### config.mk
export PLATFORM = sky130hd
export DESIGN_NAME = ofr_router
export DESIGN_NICKNAME = d
export VERILOG_FILES = /design/src/rtl/ofr_pkg.sv /design/src/rtl/ofr_sync.sv /design/src/rtl/ofr_source_mux.sv /design/src/rtl/ofr_router.sv
export VERILOG_INCLUDE_DIRS = /design/src /design/src/rtl
export SDC_FILE = /design/constraint.sdc
export NUM_CORES = 1
export LEC_CHECK = 0
export BUFFER_PORTS_ARGS = -buffer_cell sky130_fd_sc_hd__buf_2
export CORE_ASPECT_RATIO = 1.75
export CORE_MARGIN = 3
export CORE_UTILIZATION = 33
export CTS_BUF_LIST = sky130_fd_sc_hd__clkbuf_16
export DETAILED_ROUTE_END_ITERATION = 8
export PLACE_DENSITY = 0.53
export SLEW_MARGIN = 15
export SYNTH_ARGS = -nofsm -noshare
export SYNTH_HDL_FRONTEND = slang
export SYNTH_SLANG_ARGS = --single-unit
### constraint.sdc
create_clock -name mclk -period 2.5 [get_ports mclk]
set_clock_uncertainty 0.05 [all_clocks]
set_input_delay 0.75 -clock mclk [delete_from_list [all_inputs] [get_ports mclk]]
set_output_delay 0.75 -clock mclk [all_outputs]
set_load 0.01 [all_outputs]
### src/rtl/ofr_params.svh
`ifndef OFR_PARAMS_SVH
`define OFR_PARAMS_SVH

// Register byte addresses inside the slave's 256-byte window
`define OFR_ADDR_CTRL_SEL 8'h00
`define OFR_ADDR_AUX_SEL 8'h04
`define OFR_ADDR_MASK 8'h08
`define OFR_ADDR_CONFIG 8'h0c
`define OFR_ADDR_STATUS 8'h10

// Selector field layout: one 5-bit field per byte lane
`define OFR_SEL_W 5
`define OFR_SEL_STRIDE 8

// Configuration register fields
`define OFR_CFG_HEAT_COOL 0
`define OFR_CFG_PATTERN_ON 1
`define OFR_CFG_SOAK_LSB 2
`define OFR_CFG_ALARM_TARGET 4

// Soak time unit codes
`define OFR_SOAK_SEC 2'h0
`define OFR_SOAK_MIN 2'h1
`define OFR_SOAK_HOUR 2'h2

// Reset values
`define OFR_RST_MASK 8'h31
`define OFR_RST_SOAK `OFR_SOAK_MIN

`endif

### src/rtl/ofr_pkg.sv
package ofr_pkg;

  // Output source selections, in register code order starting at zero
  typedef enum logic [4:0] {
    SRC_NONE, SRC_HEAT, SRC_COOL, SRC_AL1, SRC_AL2, SRC_AL3, SRC_AL4,
    SRC_HEATER, SRC_BURNOUT, SRC_SHORT, SRC_INERR, SRC_OFF2, SRC_PEND,
    SRC_RUN, SRC_COMB, SRC_WF1, SRC_WF2, SRC_WF3, SRC_WF4, SRC_WF5,
    SRC_WF6, SRC_WF7, SRC_WF8
  } ofr_src_e;

  // Internal function states that an output may carry
  typedef struct packed {
    logic heat_mv;
    logic cool_mv;
    logic [3:0] alarm;
    logic heater_alarm;
    logic heater_burnout_alarm;
    logic heater_short_alarm;
    logic input_error;
    logic program_end;
    logic run_state;
    logic [7:0] logic_work_flag;
  } ofr_func_s;

  // Fitted hardware of this unit, from straps
  typedef struct packed {
    logic two_ctrl_outputs;
    logic [1:0] ctrl_switching;
    logic [3:0] aux_present;
    logic aux_two_only;
    logic heater_detect;
    logic logic_op_used;
  } ofr_variant_s;

endpackage

### src/rtl/ofr_sync.sv
`timescale 1ns/100ps
`default_nettype none
module ofr_sync #(
  parameter int W = 10
) (
  input wire logic mclk,
  input wire logic rst_n,
  input wire logic [W-1:0] async_in,
  output logic [W-1:0] sync_out
);
  logic [W-1:0] meta;

  // Two stages; only the second stage reads the first
  always_ff @(posedge mclk)
  begin
    if (!rst_n)
    begin
      meta <= '0;
      sync_out <= '0;
    end
    else
    begin
      meta <= async_in;
      sync_out <= meta;
    end
  end
endmodule
`default_nettype wire

### src/rtl/ofr_source_mux.sv
`timescale 1ns/100ps
`default_nettype none
module ofr_source_mux
  import ofr_pkg::*;
(
  input wire logic mclk,
  input wire logic rst_n,
  input wire ofr_src_e sel,
  input wire ofr_func_s funcs,
  input wire logic combined,
  input wire logic heat_cool,
  input wire logic pattern_on,
  input wire logic present,
  output logic drive
);
  logic next_drive;

  // Source selection; an absent terminal stays off
  always_comb
  begin
    next_drive = 1'b0;
    case (sel)
      SRC_NONE: next_drive = 1'b0;
      SRC_OFF2: next_drive = 1'b0;
      SRC_HEAT: next_drive = funcs.heat_mv;
      SRC_COOL: next_drive = funcs.cool_mv & heat_cool;
      SRC_AL1: next_drive = funcs.alarm[0];
      SRC_AL2: next_drive = funcs.alarm[1];
      SRC_AL3: next_drive = funcs.alarm[2];
      SRC_AL4: next_drive = funcs.alarm[3];
      SRC_HEATER: next_drive = funcs.heater_alarm;
      SRC_BURNOUT: next_drive = funcs.heater_burnout_alarm;
      SRC_SHORT: next_drive = funcs.heater_short_alarm;
      SRC_INERR: next_drive = funcs.input_error;
      SRC_PEND: next_drive = funcs.program_end & pattern_on;
      SRC_RUN: next_drive = funcs.run_state;
      SRC_COMB: next_drive = combined;
      default:
      begin
        if (sel >= SRC_WF1 && sel <= SRC_WF8)
          next_drive = funcs.logic_work_flag[3'(sel - SRC_WF1)];
        else
          next_drive = 1'b0;
      end
    endcase
  end

  // Registered drive, one cycle behind its source
  always_ff @(posedge mclk)
  begin
    if (!rst_n)
      drive <= 1'b0;
    else
      drive <= next_drive & present;
  end
endmodule
`default_nettype wire

### src/rtl/ofr_router.sv
// The register addresses and register access over AHB-Lite were chosen for this implementation.
`timescale 1ns/100ps
`default_nettype none
`include "ofr_params.svh"
module ofr_router
  import ofr_pkg::*;
(
  input wire logic mclk,
  input wire logic rst_n,
  input wire logic hsel,
  input wire logic [31:0] haddr,
  input wire logic [1:0] htrans,
  input wire logic hwrite,
  input wire logic [2:0] hsize,
  input wire logic hready,
  input wire logic [31:0] hwdata,
  output logic hreadyout,
  output logic hresp,
  output logic [31:0] hrdata,
  input wire ofr_func_s funcs,
  input wire ofr_variant_s variant_pins,
  output logic [1:0] ctrl_out,
  output logic [3:0] aux_out,
  output logic combined_alarm,
  output logic [1:0] soak_time_unit,
  output logic soak_unit_valid,
  output logic alarm_ref_target
);
  ofr_variant_s variant;
  logic [$bits(ofr_variant_s)-1:0] variant_raw;
  logic dp_valid;
  logic dp_write;
  logic [7:0] dp_addr;
  logic wr_ctrl;
  logic wr_aux;
  logic wr_mask;
  logic wr_cfg;
  logic init_pending;
  ofr_src_e out_sel [0:5];
  logic [7:0] combined_alarm_source_mask;
  logic heat_cool;
  logic pattern_on;
  logic [1:0] soak_unit;
  logic alarm_target;
  logic [5:0] out_drive;
  logic [5:0] out_present;
  logic combined_now;
  logic hc_rise;
  logic [1:0] new_soak;
  logic [31:0] next_rdata;

  // Straps come from pins, so they cross two flops before use
  ofr_sync #(
    .W($bits(ofr_variant_s))
  ) u_variant_sync (
    .mclk(mclk),
    .rst_n(rst_n),
    .async_in(variant_pins),
    .sync_out(variant_raw)
  );
  assign variant = ofr_variant_s'(variant_raw);

  // Zero wait states and never an error, so the slave needs no stall logic
  assign hreadyout = 1'b1;
  assign hresp = 1'b0;

  // Address phase capture; upper address bits are not decoded
  always_ff @(posedge mclk)
  begin
    if (!rst_n)
    begin
      dp_valid <= 1'b0;
      dp_write <= 1'b0;
      dp_addr <= 8'h00;
    end
    else if (hready)
    begin
      dp_valid <= hsel & htrans[1];
      dp_write <= hwrite;
      dp_addr <= haddr[7:0];
    end
  end

  // Data phase write strobes
  assign wr_ctrl = dp_valid & dp_write & (dp_addr == `OFR_ADDR_CTRL_SEL);
  assign wr_aux = dp_valid & dp_write & (dp_addr == `OFR_ADDR_AUX_SEL);
  assign wr_mask = dp_valid & dp_write & (dp_addr == `OFR_ADDR_MASK);
  assign wr_cfg = dp_valid & dp_write & (dp_addr == `OFR_ADDR_CONFIG);

  // Only a switch from standard into heating/cooling triggers rerouting
  assign hc_rise = wr_cfg & hwdata[`OFR_CFG_HEAT_COOL] & ~heat_cool;
  assign new_soak = hwdata[`OFR_CFG_SOAK_LSB +: 2];

  // Refused selections leave the field unchanged rather than erroring the bus
  function automatic logic sel_ok(
    input logic [4:0] code,
    input logic is_ctrl,
    input logic switching,
    input logic logic_used
  );
    logic ok;
    ok = (code <= 5'(SRC_WF8));
    if (code >= 5'(SRC_WF1) && !logic_used)
      ok = 1'b0;
    if (is_ctrl && code >= 5'(SRC_AL1) && !switching)
      ok = 1'b0;
    return ok;
  endfunction

  // First three cycles after reset: straps are not settled in the sync until cycle 2,
  // so the heater default waits for the flag to clear at the third edge
  logic [1:0] init_cnt;
  always_ff @(posedge mclk)
  begin
    if (!rst_n)
    begin
      init_cnt <= 2'h0;
      init_pending <= 1'b1;
    end
    else
    begin
      if (init_cnt != 2'h2)
        init_cnt <= init_cnt + 2'h1;
      init_pending <= (init_cnt != 2'h2);
    end
  end

  // Output source selectors
  always_ff @(posedge mclk)
  begin
    if (!rst_n)
    begin
      out_sel[0] <= SRC_HEAT;
      out_sel[1] <= SRC_NONE;
      out_sel[2] <= SRC_AL1;
      out_sel[3] <= SRC_AL2;
      out_sel[4] <= SRC_AL3;
      out_sel[5] <= SRC_AL4;
    end
    else
    begin
      if (init_pending && init_cnt == 2'h2 && variant.heater_detect && out_sel[2] == SRC_AL1)
        out_sel[2] <= SRC_HEATER;
      if (wr_ctrl)
      begin
        for (int i = 0; i < 2; i++)
        begin
          if (sel_ok(hwdata[i*`OFR_SEL_STRIDE +: `OFR_SEL_W], 1'b1, variant.ctrl_switching[i],
                     variant.logic_op_used))
            out_sel[i] <= ofr_src_e'(hwdata[i*`OFR_SEL_STRIDE +: `OFR_SEL_W]);
        end
      end
      if (wr_aux)
      begin
        for (int i = 0; i < 4; i++)
        begin
          if (sel_ok(hwdata[i*`OFR_SEL_STRIDE +: `OFR_SEL_W], 1'b0, 1'b1, variant.logic_op_used))
            out_sel[i+2] <= ofr_src_e'(hwdata[i*`OFR_SEL_STRIDE +: `OFR_SEL_W]);
        end
      end
      if (hc_rise)
      begin
        if (variant.two_ctrl_outputs)
        begin
          if (out_sel[1] == SRC_NONE)
            out_sel[1] <= SRC_COOL;
        end
        else if (variant.aux_two_only)
          out_sel[3] <= SRC_COOL;
        else
          out_sel[5] <= SRC_COOL;
      end
    end
  end

  // Combined-alarm source mask, any 8-bit value accepted
  always_ff @(posedge mclk)
  begin
    if (!rst_n)
      combined_alarm_source_mask <= `OFR_RST_MASK;
    else if (wr_mask)
      combined_alarm_source_mask <= hwdata[7:0];
  end

  // Control configuration; a reserved soak code keeps the old unit
  always_ff @(posedge mclk)
  begin
    if (!rst_n)
    begin
      heat_cool <= 1'b0;
      pattern_on <= 1'b0;
      soak_unit <= `OFR_RST_SOAK;
      alarm_target <= 1'b0;
    end
    else if (wr_cfg)
    begin
      heat_cool <= hwdata[`OFR_CFG_HEAT_COOL];
      pattern_on <= hwdata[`OFR_CFG_PATTERN_ON];
      if (new_soak != 2'h3)
        soak_unit <= new_soak;
      alarm_target <= hwdata[`OFR_CFG_ALARM_TARGET];
    end
  end

  // Weighted OR; the spare weight 128 has no source behind it
  assign combined_now = |(combined_alarm_source_mask[6:0] &
                          {funcs.input_error, funcs.heater_short_alarm, funcs.heater_burnout_alarm,
                           funcs.alarm});

  // Registered copies of the control-side results
  always_ff @(posedge mclk)
  begin
    if (!rst_n)
    begin
      combined_alarm <= 1'b0;
      soak_time_unit <= `OFR_RST_SOAK;
      soak_unit_valid <= 1'b0;
      alarm_ref_target <= 1'b0;
    end
    else
    begin
      combined_alarm <= combined_now;
      soak_time_unit <= soak_unit;
      soak_unit_valid <= pattern_on;
      alarm_ref_target <= alarm_target;
    end
  end

  // Terminals that are not fitted never drive
  assign out_present = {variant.aux_present, variant.two_ctrl_outputs, 1'b1};

  // One source multiplexer per output terminal
  genvar g;
  generate
    for (g = 0; g < 6; g++)
    begin : g_out
      ofr_source_mux u_mux (
        .mclk(mclk),
        .rst_n(rst_n),
        .sel(out_sel[g]),
        .funcs(funcs),
        .combined(combined_now),
        .heat_cool(heat_cool),
        .pattern_on(pattern_on),
        .present(out_present[g]),
        .drive(out_drive[g])
      );
    end
  endgenerate

  assign ctrl_out = out_drive[1:0];
  assign aux_out = out_drive[5:2];

  // Read mux, evaluated in the address phase and held in a flop
  always_comb
  begin
    next_rdata = 32'h0000_0000;
    case (haddr[7:0])
      `OFR_ADDR_CTRL_SEL: next_rdata = {19'h0, 5'(out_sel[1]),
                                        3'h0, 5'(out_sel[0])};
      `OFR_ADDR_AUX_SEL: next_rdata = {3'h0, 5'(out_sel[5]), 3'h0, 5'(out_sel[4]),
                                       3'h0, 5'(out_sel[3]), 3'h0, 5'(out_sel[2])};
      `OFR_ADDR_MASK: next_rdata = {24'h0, combined_alarm_source_mask};
      `OFR_ADDR_CONFIG: next_rdata = {27'h0, alarm_target, soak_unit, pattern_on, heat_cool};
      `OFR_ADDR_STATUS: next_rdata = {24'h0, pattern_on, combined_alarm, out_drive};
      default: next_rdata = 32'h0000_0000;
    endcase
  end

  always_ff @(posedge mclk)
  begin
    if (!rst_n)
      hrdata <= 32'h0000_0000;
    else if (hready && hsel && htrans[1] && !hwrite)
      hrdata <= next_rdata;
  end
endmodule
`default_nettype wire

==> results of run 1 <==
-- synth_stat cells, drive strengths merged (4+ instances only) --
cell,count
ha,25
a22o,7
a21boi,5
clkbuf,19
or3,5
mux2i,30
nor4,4
nand2b,4
a311oi,4
buf,25
nor2,22
a21oi,25
edfxtp,30
mux2,12
xnor2,4
o31ai,4
inv,28
a22oi,22
nand4b,5
and2,50
nand3,23
nor3,11
dfxtp,80
o21ai,33
a2111oi,4
a31oi,8
nand2,38
and3,5
nor2b,33
nand3b,5
a222oi,10
mux4,12
-- stage by stage --
stage	hold slack [ns]	total power, mW	cells	cell area (um2)
2_1_floorplan	0.358	2.27	650	6340
3_3_place_gp	0.364	2.44	964	7050
3_5_place_dp	0.368	2.46	964	7050
4_1_cts	0.387	3.89	980	7340
5_1_grt	0.396	4.02	980	7340
6_report	0.382	3.85	980	7340
-- worst max-delay path by stage --
stage                from  slack, ns  depth (start not counted)             to
3_3_place_gp     haddr[1]       0.09                          6     hrdata[11]
6_report       dp_addr[4]       0.12                          4  out_sel[1][4]
2_1_floorplan    haddr[1]       0.23                          5     hrdata[10]
3_5_place_dp     haddr[1]       0.07                          6     hrdata[10]
4_1_cts        dp_addr[4]       0.14                          4  out_sel[1][1]
5_1_grt        dp_addr[4]       0.06                          4  out_sel[1][4]
-- layout by cell type (no fill, tap or decap), types with 4 or more instances in the layout --
master     instances
and3_1             4
nand4b_1           5
mux2_2            12
a21oi_1           25
a222oi_1          10
or3_1              5
nand2_1           37
a22o_1             7
xnor2_1            4
nor3_1            11
o21ai_1            6
and2_1            50
conb_1            11
edfxtp_1          30
nand3b_1           5
nand2b_1           4
nand3_1           23
a31oi_1            8
a22oi_1           22
nor2_1            21
dfxtp_1           80
a2111oi_0          4
buf_2            100
clkbuf_16         11
inv_1             29
o31ai_1            4
ha_1              25
o21ai_0           27
nor2b_1           33
a21boi_0           5
mux2i_1           30
mux4_2            12
a311oi_1           4
buf_4             19
-- critical path, stage by stage, from the launching register on --
cell and delay (ns):
dfxtp_1 0.33, or4_4 0.59, nor4b_4 0.50, nand3_1 0.28, nand3_1 0.31
-- logic make-up after synthesis --
family / after synthesis
AND/OR/NAND/NOR: 221
AO/OA/AOI/OAI: 152
flip-flops: 110
buffers and inverters: 72
multiplexers: 54
adder cells (fa/ha/maj): 25
XOR/XNOR: 5
other: 2
-- cell type report --
type | instances | area, um2
Fill cell | 1925 | 11300
Multi-Input combinational cell | 468 | 3480
Sequential cell | 110 | 2500
Timing Repair Buffer | 120 | 663
Tap cell | 238 | 298
Clock buffer | 11 | 275
Inverter | 28 | 105
Clock inverter | 5 | 21.3
-- routing by layer --
metal	share of wire, %	routed length (um)	global-route usage, %
met5	0.037	7	0
met3	5.6	1070	3.68
met4	3.7	714	8.53
met2	52	9950	32.6
met1	39	7360	20.9
-- flip-flops by register name (all words and copies together) (netlist names), 2 cells and up --
signal	count
init_cnt	2
u_variant_sync.sync_out	10
hrdata	23
u_variant_sync.meta	10
dp_addr	8
combined_alarm_source_mask	8
soak_time_unit	2
out_sel	30
soak_unit	2
g_out.u_mux.drive	6
-- power groups by stage --
stage	registers, mW	clock network [mW]	logic (mW)
2_1_floorplan	1.96	0	0.313
6_report	1.94	1.42	0.484
4_1_cts	1.94	1.47	0.483
3_5_place_dp	1.99	0	0.480
3_3_place_gp	1.98	0	0.463
5_1_grt	1.95	1.53	0.537
==> results.json, run 1 <==
{
  "netlist.area_leader.share_pct": 25.4,
  "final_nets": 866,
  "status": "completed",
  "netlist_top_cells_area": "dfxtp_1 25%, edfxtp_1 14%, and2_1 5.0%",
  "pwr_density_cell_mw_per_mm2": 524,
  "slew_headroom_pct": 60.5,
  "syn-cell-area_mm2": 0.00631,
  "dr.pass1.iters": 5,
  "cts-root-buf": "clkbuf_16",
  "ff2ff_setup_slack_ns": 0.12,
  "clockBufferDepth": 2,
  "rsz0062_at_grt": "no",
  "min-delay-start": "u_variant_sync.meta[7]",
  "ys_async_sr_fraction_pct": 0,
  "grt_pass1_vias": 5428,
  "die_w_um": 111,
  "vias_per_cell": 5.47,
  "tightest_slew_ns": 0.578,
  "synth_top_family_by_area": "simple AND/OR/NAND/NOR gates",
  "r2r_start": "dp_addr[4]",
  "synth_seq_cells": 110,
  "cp-start-kind": "flip-flop",
  "yosys.area_share.simple_pct": 20.6,
  "crit_path_end_kind": "flip-flop",
  "die_area_mm2": 0.0209,
  "ys.warnings.count": 0,
  "holdPathStages": 1,
  "setup_viol": 0,
  "synthMuxAreaShare_pct": 11.2,
  "rows": 66,
  "postSynthCellCount": 641,
  "fin_util_pct": 39.3,
  "worst_skew_pair.late_latency_ns": 0.36,
  "ir_worst_vdd_mv": 0.260,
  "fmax_mhz": 421,
  "grt_max_degree": 63,
  "grt_pass1_wl_mm": 30.2,
  "total_leakage_power_nw": 3.08,
  "synthFlopType": "dfxtp_1",
  "antenna_found_initial": 1,
  "pwr-share-seq_pct": 50.5,
  "start_util_pct": 33.8,
  "top_level_ports": 149,
  "synth_cell_type_count": 71,
  "fin_crit_sh_pct": 95.0,
  "hold_violations": 0,
  "gp_congestion": 0.931,
  "route.detailed.drc": 0,
  "p_int_mw": 2.89,
  "holdCritPathClass": "reg2reg",
  "final.setup.worst_slack_ns": 0.124,
  "design.core.area_mm2": 0.0187,
  "drt_first_iter_violations": 377,
  "clock_sinks": 110,
  "crit_type": "reg2reg",
  "r2r-end": "out_sel[1][4]",
  "wl_mm": 19.1,
  "holdPathEnd": "u_variant_sync.sync_out[7]",
  "grtUsageTotal_pct": 18.3,
  "min_period_ns": 2.38,
  "synthAdderAreaFrac_pct": 4.96,
  "synth_edf_count": 30,
  "p_clk_share_pct": 36.9,
  "synth_top_cell_by_area": "dfxtp_1",
  "postCtsHoldBufs": 0,
  "p_comb_share_pct": 12.6,
  "die_y_um": 189,
  "synth-xor-area-share_pct": 0.694,
  "path_clk_slew_ns": 0.07,
  "cts_buffers": 9,
  "cp.arrival_ns": 2.37,
  "place_ws_ns": 0.0668,
  "post_cts_resized": 0,
  "io_buffers": 100,
  "htreeDepth": 3,
  "ant_nets": 0,
  "switching_share_pct": 24.8,
  "cp_max_fo": 6,
  "post_cts_buffers": 0,
  "dr_total_vias": 5359,
  "synth_compound_area_share_pct": 17.0,
  "drv_cap": 0,
  "final_max_slew_viol_count": 0,
  "ys_seq_area_share_pct": 39.7,
  "avgSynthCellArea_um2": 9.85,
  "switching_power_mw": 0.956,
  "syn2layout_area_growth_pct": 16.4,
  "drive_above_1_share_pct": 22.9,
  "ff2ff_path_depth": 4,
  "fin_setup_tns_ns": 0,
  "critical_path_required_ns": 2.49,
  "grt-ovfl-total": 0,
  "dp_hpwl_mm": 15.0,
  "wire_per_inst_um": 19.5,
  "diodes": 0,
  "cts_tree": "yes"
}
(Power assumes the default switching activity.)
==> run 2: changes to the inputs <==
--- a/config.mk
+++ b/config.mk
@@ -7,7 +7,7 @@
 export NUM_CORES = 1
 export LEC_CHECK = 0
 export BUFFER_PORTS_ARGS = -buffer_cell sky130_fd_sc_hd__buf_2
-export CORE_ASPECT_RATIO = 1.75
+export CORE_ASPECT_RATIO = 0.9
 export CORE_MARGIN = 3
 export CORE_UTILIZATION = 33
 export CTS_BUF_LIST = sky130_fd_sc_hd__clkbuf_16
@@ -17,3 +17,4 @@
 export SYNTH_ARGS = -nofsm -noshare
 export SYNTH_HDL_FRONTEND = slang
 export SYNTH_SLANG_ARGS = --single-unit
+export TNS_END_PERCENT = 5
==> run 2 against run 1 <==
Critical endpoint is now g_out[1].u_mux.drive. Routed wire length down 0.90%. Critical path depth up 2. Worst setup slack worse by 0.0087 ns. Cell count up 0.61%. Highest routed layer is now met4. Critical path type unchanged.
==> results.json, run 2 (synthesis results as in run 1) <==
{
  "slowest_stage": "mux4_2",
  "drive_above_1_share_pct": 23.1,
  "drt_first_iter_violations": 776,
  "design.core.area_mm2": 0.0186,
  "slowest_delay_ns": 0.52,
  "route.detailed.drc": 0,
  "place_ws_ns": 0.0640,
  "clock_sinks": 110,
  "htreeDepth": 3,
  "gr-max-usage-layer": "met2",
  "largest_reg_flops": 30,
  "diodes": 0,
  "grtUsageMet1_pct": 25.1,
  "grtUsageTotal_pct": 17.8,
  "critical_path_required_ns": 2.68,
  "crit_type": "reg2reg",
  "dp_hpwl_mm": 14.4,
  "grt_pass1_wl_mm": 28.1,
  "crit_path_start": "out_sel[0][5]",
  "reg.largest.list": "out_sel (30), hrdata (23)",
  "die_y_um": 137,
  "holdCritPathClass": "reg2reg",
  "whs_ns": 0.387,
  "start_util_pct": 34.0,
  "crit_end": "g_out[1].u_mux.drive",
  "crit_buf_inv": 1,
  "drv_cap": 0,
  "grt_util_met3_pct": 4.41,
  "final_common_cell": "buf_2",
  "most-common-layout-cells": "100 x buf_2, 80 x dfxtp_1, 50 x and2_1",
  "cts-root-buf": "clkbuf_16",
  "worst_skew_pair.late_latency_ns": 0.35,
  "setup_viol": 0,
  "io_buffers": 100,
  "fin_util_pct": 39.6,
  "cts_buffers": 9,
  "cts_tree": "yes",
  "clockBufferDepth": 2,
  "wire_per_inst_um": 19.2,
  "die_w_um": 152,
  "status": "completed",
  "fin_crit_sh_pct": 95.4,
  "wl_mm": 18.9,
  "final_nets": 866,
  "final_max_slew_viol_count": 0,
  "hold_violations": 0,
  "grt-ovfl-total": 0,
  "final.setup.worst_slack_ns": 0.115,
  "cp-start-kind": "flip-flop",
  "antenna_found_initial": 0,
  "grt_max_degree": 55,
  "min_period_ns": 2.38,
  "crit_path_end_kind": "flip-flop",
  "postCtsHoldBufs": 0,
  "crit_chain": "inv_1 -> ha_1 -> mux4_2 -> mux2i_1 -> a21oi_1 -> o311a_1",
  "tightest_slew_ns": 0.562,
  "use_met2_pct": 27.1,
  "crit_cells": 6,
  "cp.arrival_ns": 2.57,
  "slew_headroom_pct": 61.5,
  "post_cts_resized": 0,
  "pwr_density_cell_mw_per_mm2": 521,
  "regMostFlops": "out_sel",
  "r2r-end": "g_out[1].u_mux.drive",
  "fmax_mhz": 419,
  "dr.pass1.iters": 6,
  "fin_setup_tns_ns": 0,
  "post_cts_buffers": 0,
  "crit_family": "multiplexers",
  "dr_total_vias": 5390,
  "final_area_mm2": 0.00735,
  "ir_worst_vdd_mv": 0.273,
  "gp_congestion": 1.01,
  "ff2ff_setup_slack_ns": 0.12,
  "r2r_start": "out_sel[0][5]",
  "vias_per_cell": 5.47,
  "grt_pass1_vias": 4901,
  "die_area_mm2": 0.0208,
  "ant_nets": 0,
  "rows": 47,
  "rsz0062_at_grt": "no",
  "syn2layout_area_growth_pct": 16.5,
  "placed_area_mm2": 0.00706,
  "total_leakage_power_nw": 3.07,
  "min-delay-start": "u_variant_sync.meta[1]",
  "holdPathStages": 1,
  "cp_max_fo": 6,
  "ff2ff_path_depth": 6,
  "path_clk_slew_ns": 0.08,
  "top_level_ports": 149
}
-- run 2: cell types whose count changed in the layout (fill, tap and decap cells not counted) --
| cell | change |
|---|---|
| clkinv_2 | -2 |
| nor4bb_2 | +1 |
| nor4_1 | -1 |
| clkbuf_16 | -1 |
| inv_2 | -1 |
| nor4_2 | +1 |
| nor4bb_1 | -1 |
| inv_8 | +1 |
| inv_4 | +2 |
-- run 2: layout make-up --
type / count / area (um2)
clock buffers: 10 / 250
well taps: 245 / 307
fillers: 1872 / 11200
clock inverters: 5 / 31.3
flip-flops and latches: 110 / 2500
multi-input cells: 468 / 3490
inverters: 28 / 105
repair buffers: 120 / 663
-- run 2: worst min-delay path by stage --
stage	slack, ns	to
CTS	0.39	u_variant_sync.sync_out[1]
finish	0.39	u_variant_sync.sync_out[1]
floorplan	0.36	g_out[3].u_mux.drive
global route	0.40	u_variant_sync.sync_out[9]
detailed placement	0.37	u_variant_sync.sync_out[1]
global placement	0.36	u_variant_sync.sync_out[0]
-- run 2: metrics by stage --
stage | total power, mW | instances
after global placement | 2.45 | 971
after floorplan | 2.27 | 650
after CTS | 3.87 | 986
final | 3.83 | 986
after detailed placement | 2.47 | 971
after global routing | 4.00 | 986
-- run 2: worst reg2reg max path: stages (launching register included) --
cell and delay, ns:
edfxtp_1 0.50, inv_1 0.11, ha_1 0.38, mux4_2 0.52, mux2i_1 0.22, a21oi_1 0.07, o311a_1 0.41
-- run 2: layer usage --
| metal | vias to the layer above | share of wire (%) |
|---|---|---|
| li1 | 2552 | - |
| met1 | 2540 | 44 |
| met2 | 270 | 44 |
| met3 | 28 | 9.3 |
| met4 | 0 | 2.2 |
| met5 | - | 0 |
-- run 2: report_power, final --
part / total [mW] / switching (mW) / internal (mW) / leakage (nW)
clock network: 1.39 / 0.658 / 0.733 / 0.145
registers: 1.94 / 0.0584 / 1.89 / 0.934
logic: 0.491 / 0.270 / 0.221 / 1.99
==> run 3: changes to the inputs <==
--- a/config.mk
+++ b/config.mk
@@ -6,14 +6,14 @@
 export SDC_FILE = /design/constraint.sdc
 export NUM_CORES = 1
 export LEC_CHECK = 0
+export ABC_AREA = 1
 export BUFFER_PORTS_ARGS = -buffer_cell sky130_fd_sc_hd__buf_2
 export CORE_ASPECT_RATIO = 0.9
 export CORE_MARGIN = 3
-export CORE_UTILIZATION = 33
+export CORE_UTILIZATION = 45
 export CTS_BUF_LIST = sky130_fd_sc_hd__clkbuf_16
 export DETAILED_ROUTE_END_ITERATION = 8
-export PLACE_DENSITY = 0.53
-export SLEW_MARGIN = 15
+export PLACE_DENSITY = 0.68
 export SYNTH_ARGS = -nofsm -noshare
 export SYNTH_HDL_FRONTEND = slang
 export SYNTH_SLANG_ARGS = --single-unit
==> run 3 against run 2 <==
Utilization grew 14 points. First-iteration DRC count is 16% lower. Design area rose by 9.1%. Clock-buffer cell count down 1. Non-clock buffer count decreased by 1. Clock power hardly changed. Routed wire length grew 11%. Sequential cell count unchanged. Worst setup slack gained 0.36 ns. Critical path depth grew 3. Critical path type unchanged.
==> results.json, run 3 <==
{
  "cts_buffers": 9,
  "drv_cap": 0,
  "place_ws_ns": 0.259,
  "p_comb_share_pct": 13.1,
  "highest_layer": "met4",
  "cts_tree": "yes",
  "synth_cell_type_count": 36,
  "dp_hpwl_mm": 16.3,
  "die_y_um": 125,
  "diodes": 0,
  "crit_end": "g_out[5].u_mux.drive",
  "ff2ff_path_depth": 9,
  "cts-root-buf": "clkbuf_16",
  "grt-ovfl-total": 0,
  "yosysMostFrequentCell": "nand2_1",
  "r2r-end": "g_out[5].u_mux.drive",
  "netlist_top_cells_area": "dfxtp_1 23%, nand2_1 16%, edfxtp_1 13%",
  "post_cts_resized": 0,
  "path_clk_slew_ns": 0.07,
  "synth_top_family_by_area": "simple AND/OR/NAND/NOR gates",
  "netlist.area_leader.share_pct": 22.8,
  "slowest_delay_ns": 0.60,
  "wl_met3_mm": 1.93,
  "fmax_mhz": 494,
  "synthFlopType": "dfxtp_1",
  "rows": 42,
  "holdCritPathClass": "reg2reg",
  "dr_wl_met2_mm": 8.51,
  "drt_first_iter_violations": 651,
  "slowest_stage": "edfxtp_1",
  "syn2layout_area_growth_pct": 14.1,
  "clockBufferDepth": 2,
  "die_area_mm2": 0.0172,
  "die_w_um": 138,
  "final_nets": 1317,
  "grtUsageTotal_pct": 24.6,
  "postCtsHoldBufs": 0,
  "final.setup.worst_slack_ns": 0.476,
  "synth_seq_cells": 110,
  "r2r_start": "out_sel[2][5]",
  "start_util_pct": 46.9,
  "syn-cell-area_mm2": 0.00703,
  "grt_pass1_vias": 6237,
  "cp-start-kind": "flip-flop",
  "htreeDepth": 3,
  "ff2ff_setup_slack_ns": 0.48,
  "vias_per_cell": 5.14,
  "post_cts_buffers": 0,
  "drive_above_1_share_pct": 12.3,
  "pwr_density_cell_mw_per_mm2": 484,
  "hold_violations": 0,
  "wl_mm": 20.9,
  "final_common_cell": "nand2_1",
  "dr_total_vias": 7151,
  "regMostFlops": "out_sel",
  "ys_async_sr_fraction_pct": 0,
  "yosys.area_share.simple_pct": 34.8,
  "clock_sinks": 110,
  "dr.pass1.iters": 5,
  "postSynthCellCount": 1092,
  "rsz0062_at_grt": "no",
  "power.total_mw": 3.88,
  "most-common-layout-cells": "307 x nand2_1, 161 x inv_1, 124 x nor2_1",
  "synthAdderAreaFrac_pct": 4.45,
  "synth_top_cell_by_area": "dfxtp_1",
  "route.detailed.drc": 0,
  "synth_edf_count": 30,
  "fill_cells": 1574,
  "wire_per_inst_um": 15.0,
  "crit_path_end_kind": "flip-flop",
  "ys.warnings.count": 0,
  "fin_setup_tns_ns": 0,
  "worst_skew_pair.late_latency_ns": 0.36,
  "fin_crit_sh_pct": 80.9,
  "whs_ns": 0.363,
  "ys_seq_area_share_pct": 35.6,
  "cp.arrival_ns": 2.23,
  "synthMuxAreaShare_pct": 0,
  "min_period_ns": 2.02,
  "antenna_found_initial": 0,
  "total_leakage_power_nw": 4.15,
  "holdPathStages": 2,
  "top_level_ports": 149,
  "switching_share_pct": 26.7,
  "critical_path_required_ns": 2.70,
  "synth_compound_area_share_pct": 12.2,
  "wl_met1_mm": 9.80,
  "avgSynthCellArea_um2": 6.44,
  "status": "completed",
  "final_max_slew_viol_count": 0,
  "grt_max_degree": 48,
  "grt_pass1_wl_mm": 32.9,
  "ant_nets": 0,
  "p_int_mw": 2.84,
  "reg.largest.list": "out_sel (30), hrdata (23)",
  "p_clk_share_pct": 36.7,
  "io_buffers": 100,
  "ir_worst_vdd_mv": 0.430,
  "switching_power_mw": 1.03,
  "cp_max_fo": 10,
  "largest_reg_flops": 30,
  "crit_type": "reg2reg",
  "design.core.area_mm2": 0.0150,
  "setup_viol": 0,
  "crit_path_start": "out_sel[2][5]",
  "gp_congestion": 1.04,
  "synth_common_cells": "307 x nand2_1, 161 x inv_1, 125 x nor2_1",
  "pwr-share-seq_pct": 50.2,
  "synth-xor-area-share_pct": 0.623,
  "crit_chain": "inv_1 -> ha_1 -> inv_1 -> a21oi_1 -> a21oi_1 -> nand2_1 -> nand2_1 -> a21boi_0 -> nor2_1"
}
run 3: changes by cell type after synthesis, sizes merged, moves of 40 or more:
cell and delta:
nor2 +106, a21oi +40, inv +135, nand2 +271, nand3 +85, and2 -50
o21ai +48
run 3: critical path: cells and delay by family, from the launching register on:
kind	cells	cell delay (ns)
AOI/OAI and AO/OA	3	0.27
DFF	1	0.60
adders and majority gates	1	0.35
buffers and inverters	2	0.30
and+or+nand+nor	3	0.33
run 3: kinds of logic after synthesis:
family | Yosys count
and+or+nand+nor | 579
buffers and inverters | 208
AOI/OAI and AO/OA | 163
DFF | 110
adders and majority gates | 25
xor gates and xnor gates | 5
other | 2
run 3: routing by layer:
| layer | vias up | global-route usage, % |
|---|---|---|
| li1 | 3654 | - |
| met1 | 3147 | 36.6 |
| met2 | 302 | 35.2 |
| met3 | 48 | 4.97 |
| met4 | 0 | 8.31 |
| met5 | - | 0 |
run 3: area by class of cell:
| type | count | area [um2] | area share [%] |
|---|---|---|---|
| multi-input combinational | 783 | 3700 | 46.1 |
| sequential | 110 | 2500 | 31.2 |
| timing repair buffer | 119 | 656 | 8.17 |
| inverter | 165 | 619 | 7.72 |
| tap | 198 | 248 | 3.09 |
| clock buffer | 9 | 225 | 2.81 |
| clock inverter | 7 | 70.1 | 0.874 |
run 3: worst min-delay path by stage:
| stage | slack, ns | start | end |
|---|---|---|---|
| after floorplan | 0.34 | u_variant_sync.meta[0] | u_variant_sync.sync_out[0] |
| after global placement | 0.34 | u_variant_sync.meta[1] | u_variant_sync.sync_out[1] |
| after detailed placement | 0.35 | u_variant_sync.meta[4] | u_variant_sync.sync_out[4] |
| after CTS | 0.36 | u_variant_sync.meta[4] | u_variant_sync.sync_out[4] |
| after global routing | 0.38 | u_variant_sync.meta[7] | u_variant_sync.sync_out[7] |
| final | 0.36 | u_variant_sync.meta[7] | u_variant_sync.sync_out[7] |
run 3: stage by stage:
stage               cells  cell area, um2  util (%)
detailed placement   1375            7720      51.6
global route         1391            8020      53.6
floorplan            1101            7060         -
finish               1391            8020      53.6
CTS                  1391            8020      53.6
global placement     1375            7720      51.6
run 3: power by group through the flow:
| stage | sequential [mW] | clock [mW] | combinational (mW) |
|---|---|---|---|
| 3_3_place_gp | 1.99 | 0 | 0.496 |
| 5_1_grt | 1.96 | 1.53 | 0.578 |
| 3_5_place_dp | 1.99 | 0 | 0.503 |
| 4_1_cts | 1.95 | 1.46 | 0.505 |
| 2_1_floorplan | 1.97 | 0 | 0.323 |
| 6_report | 1.95 | 1.42 | 0.509 |
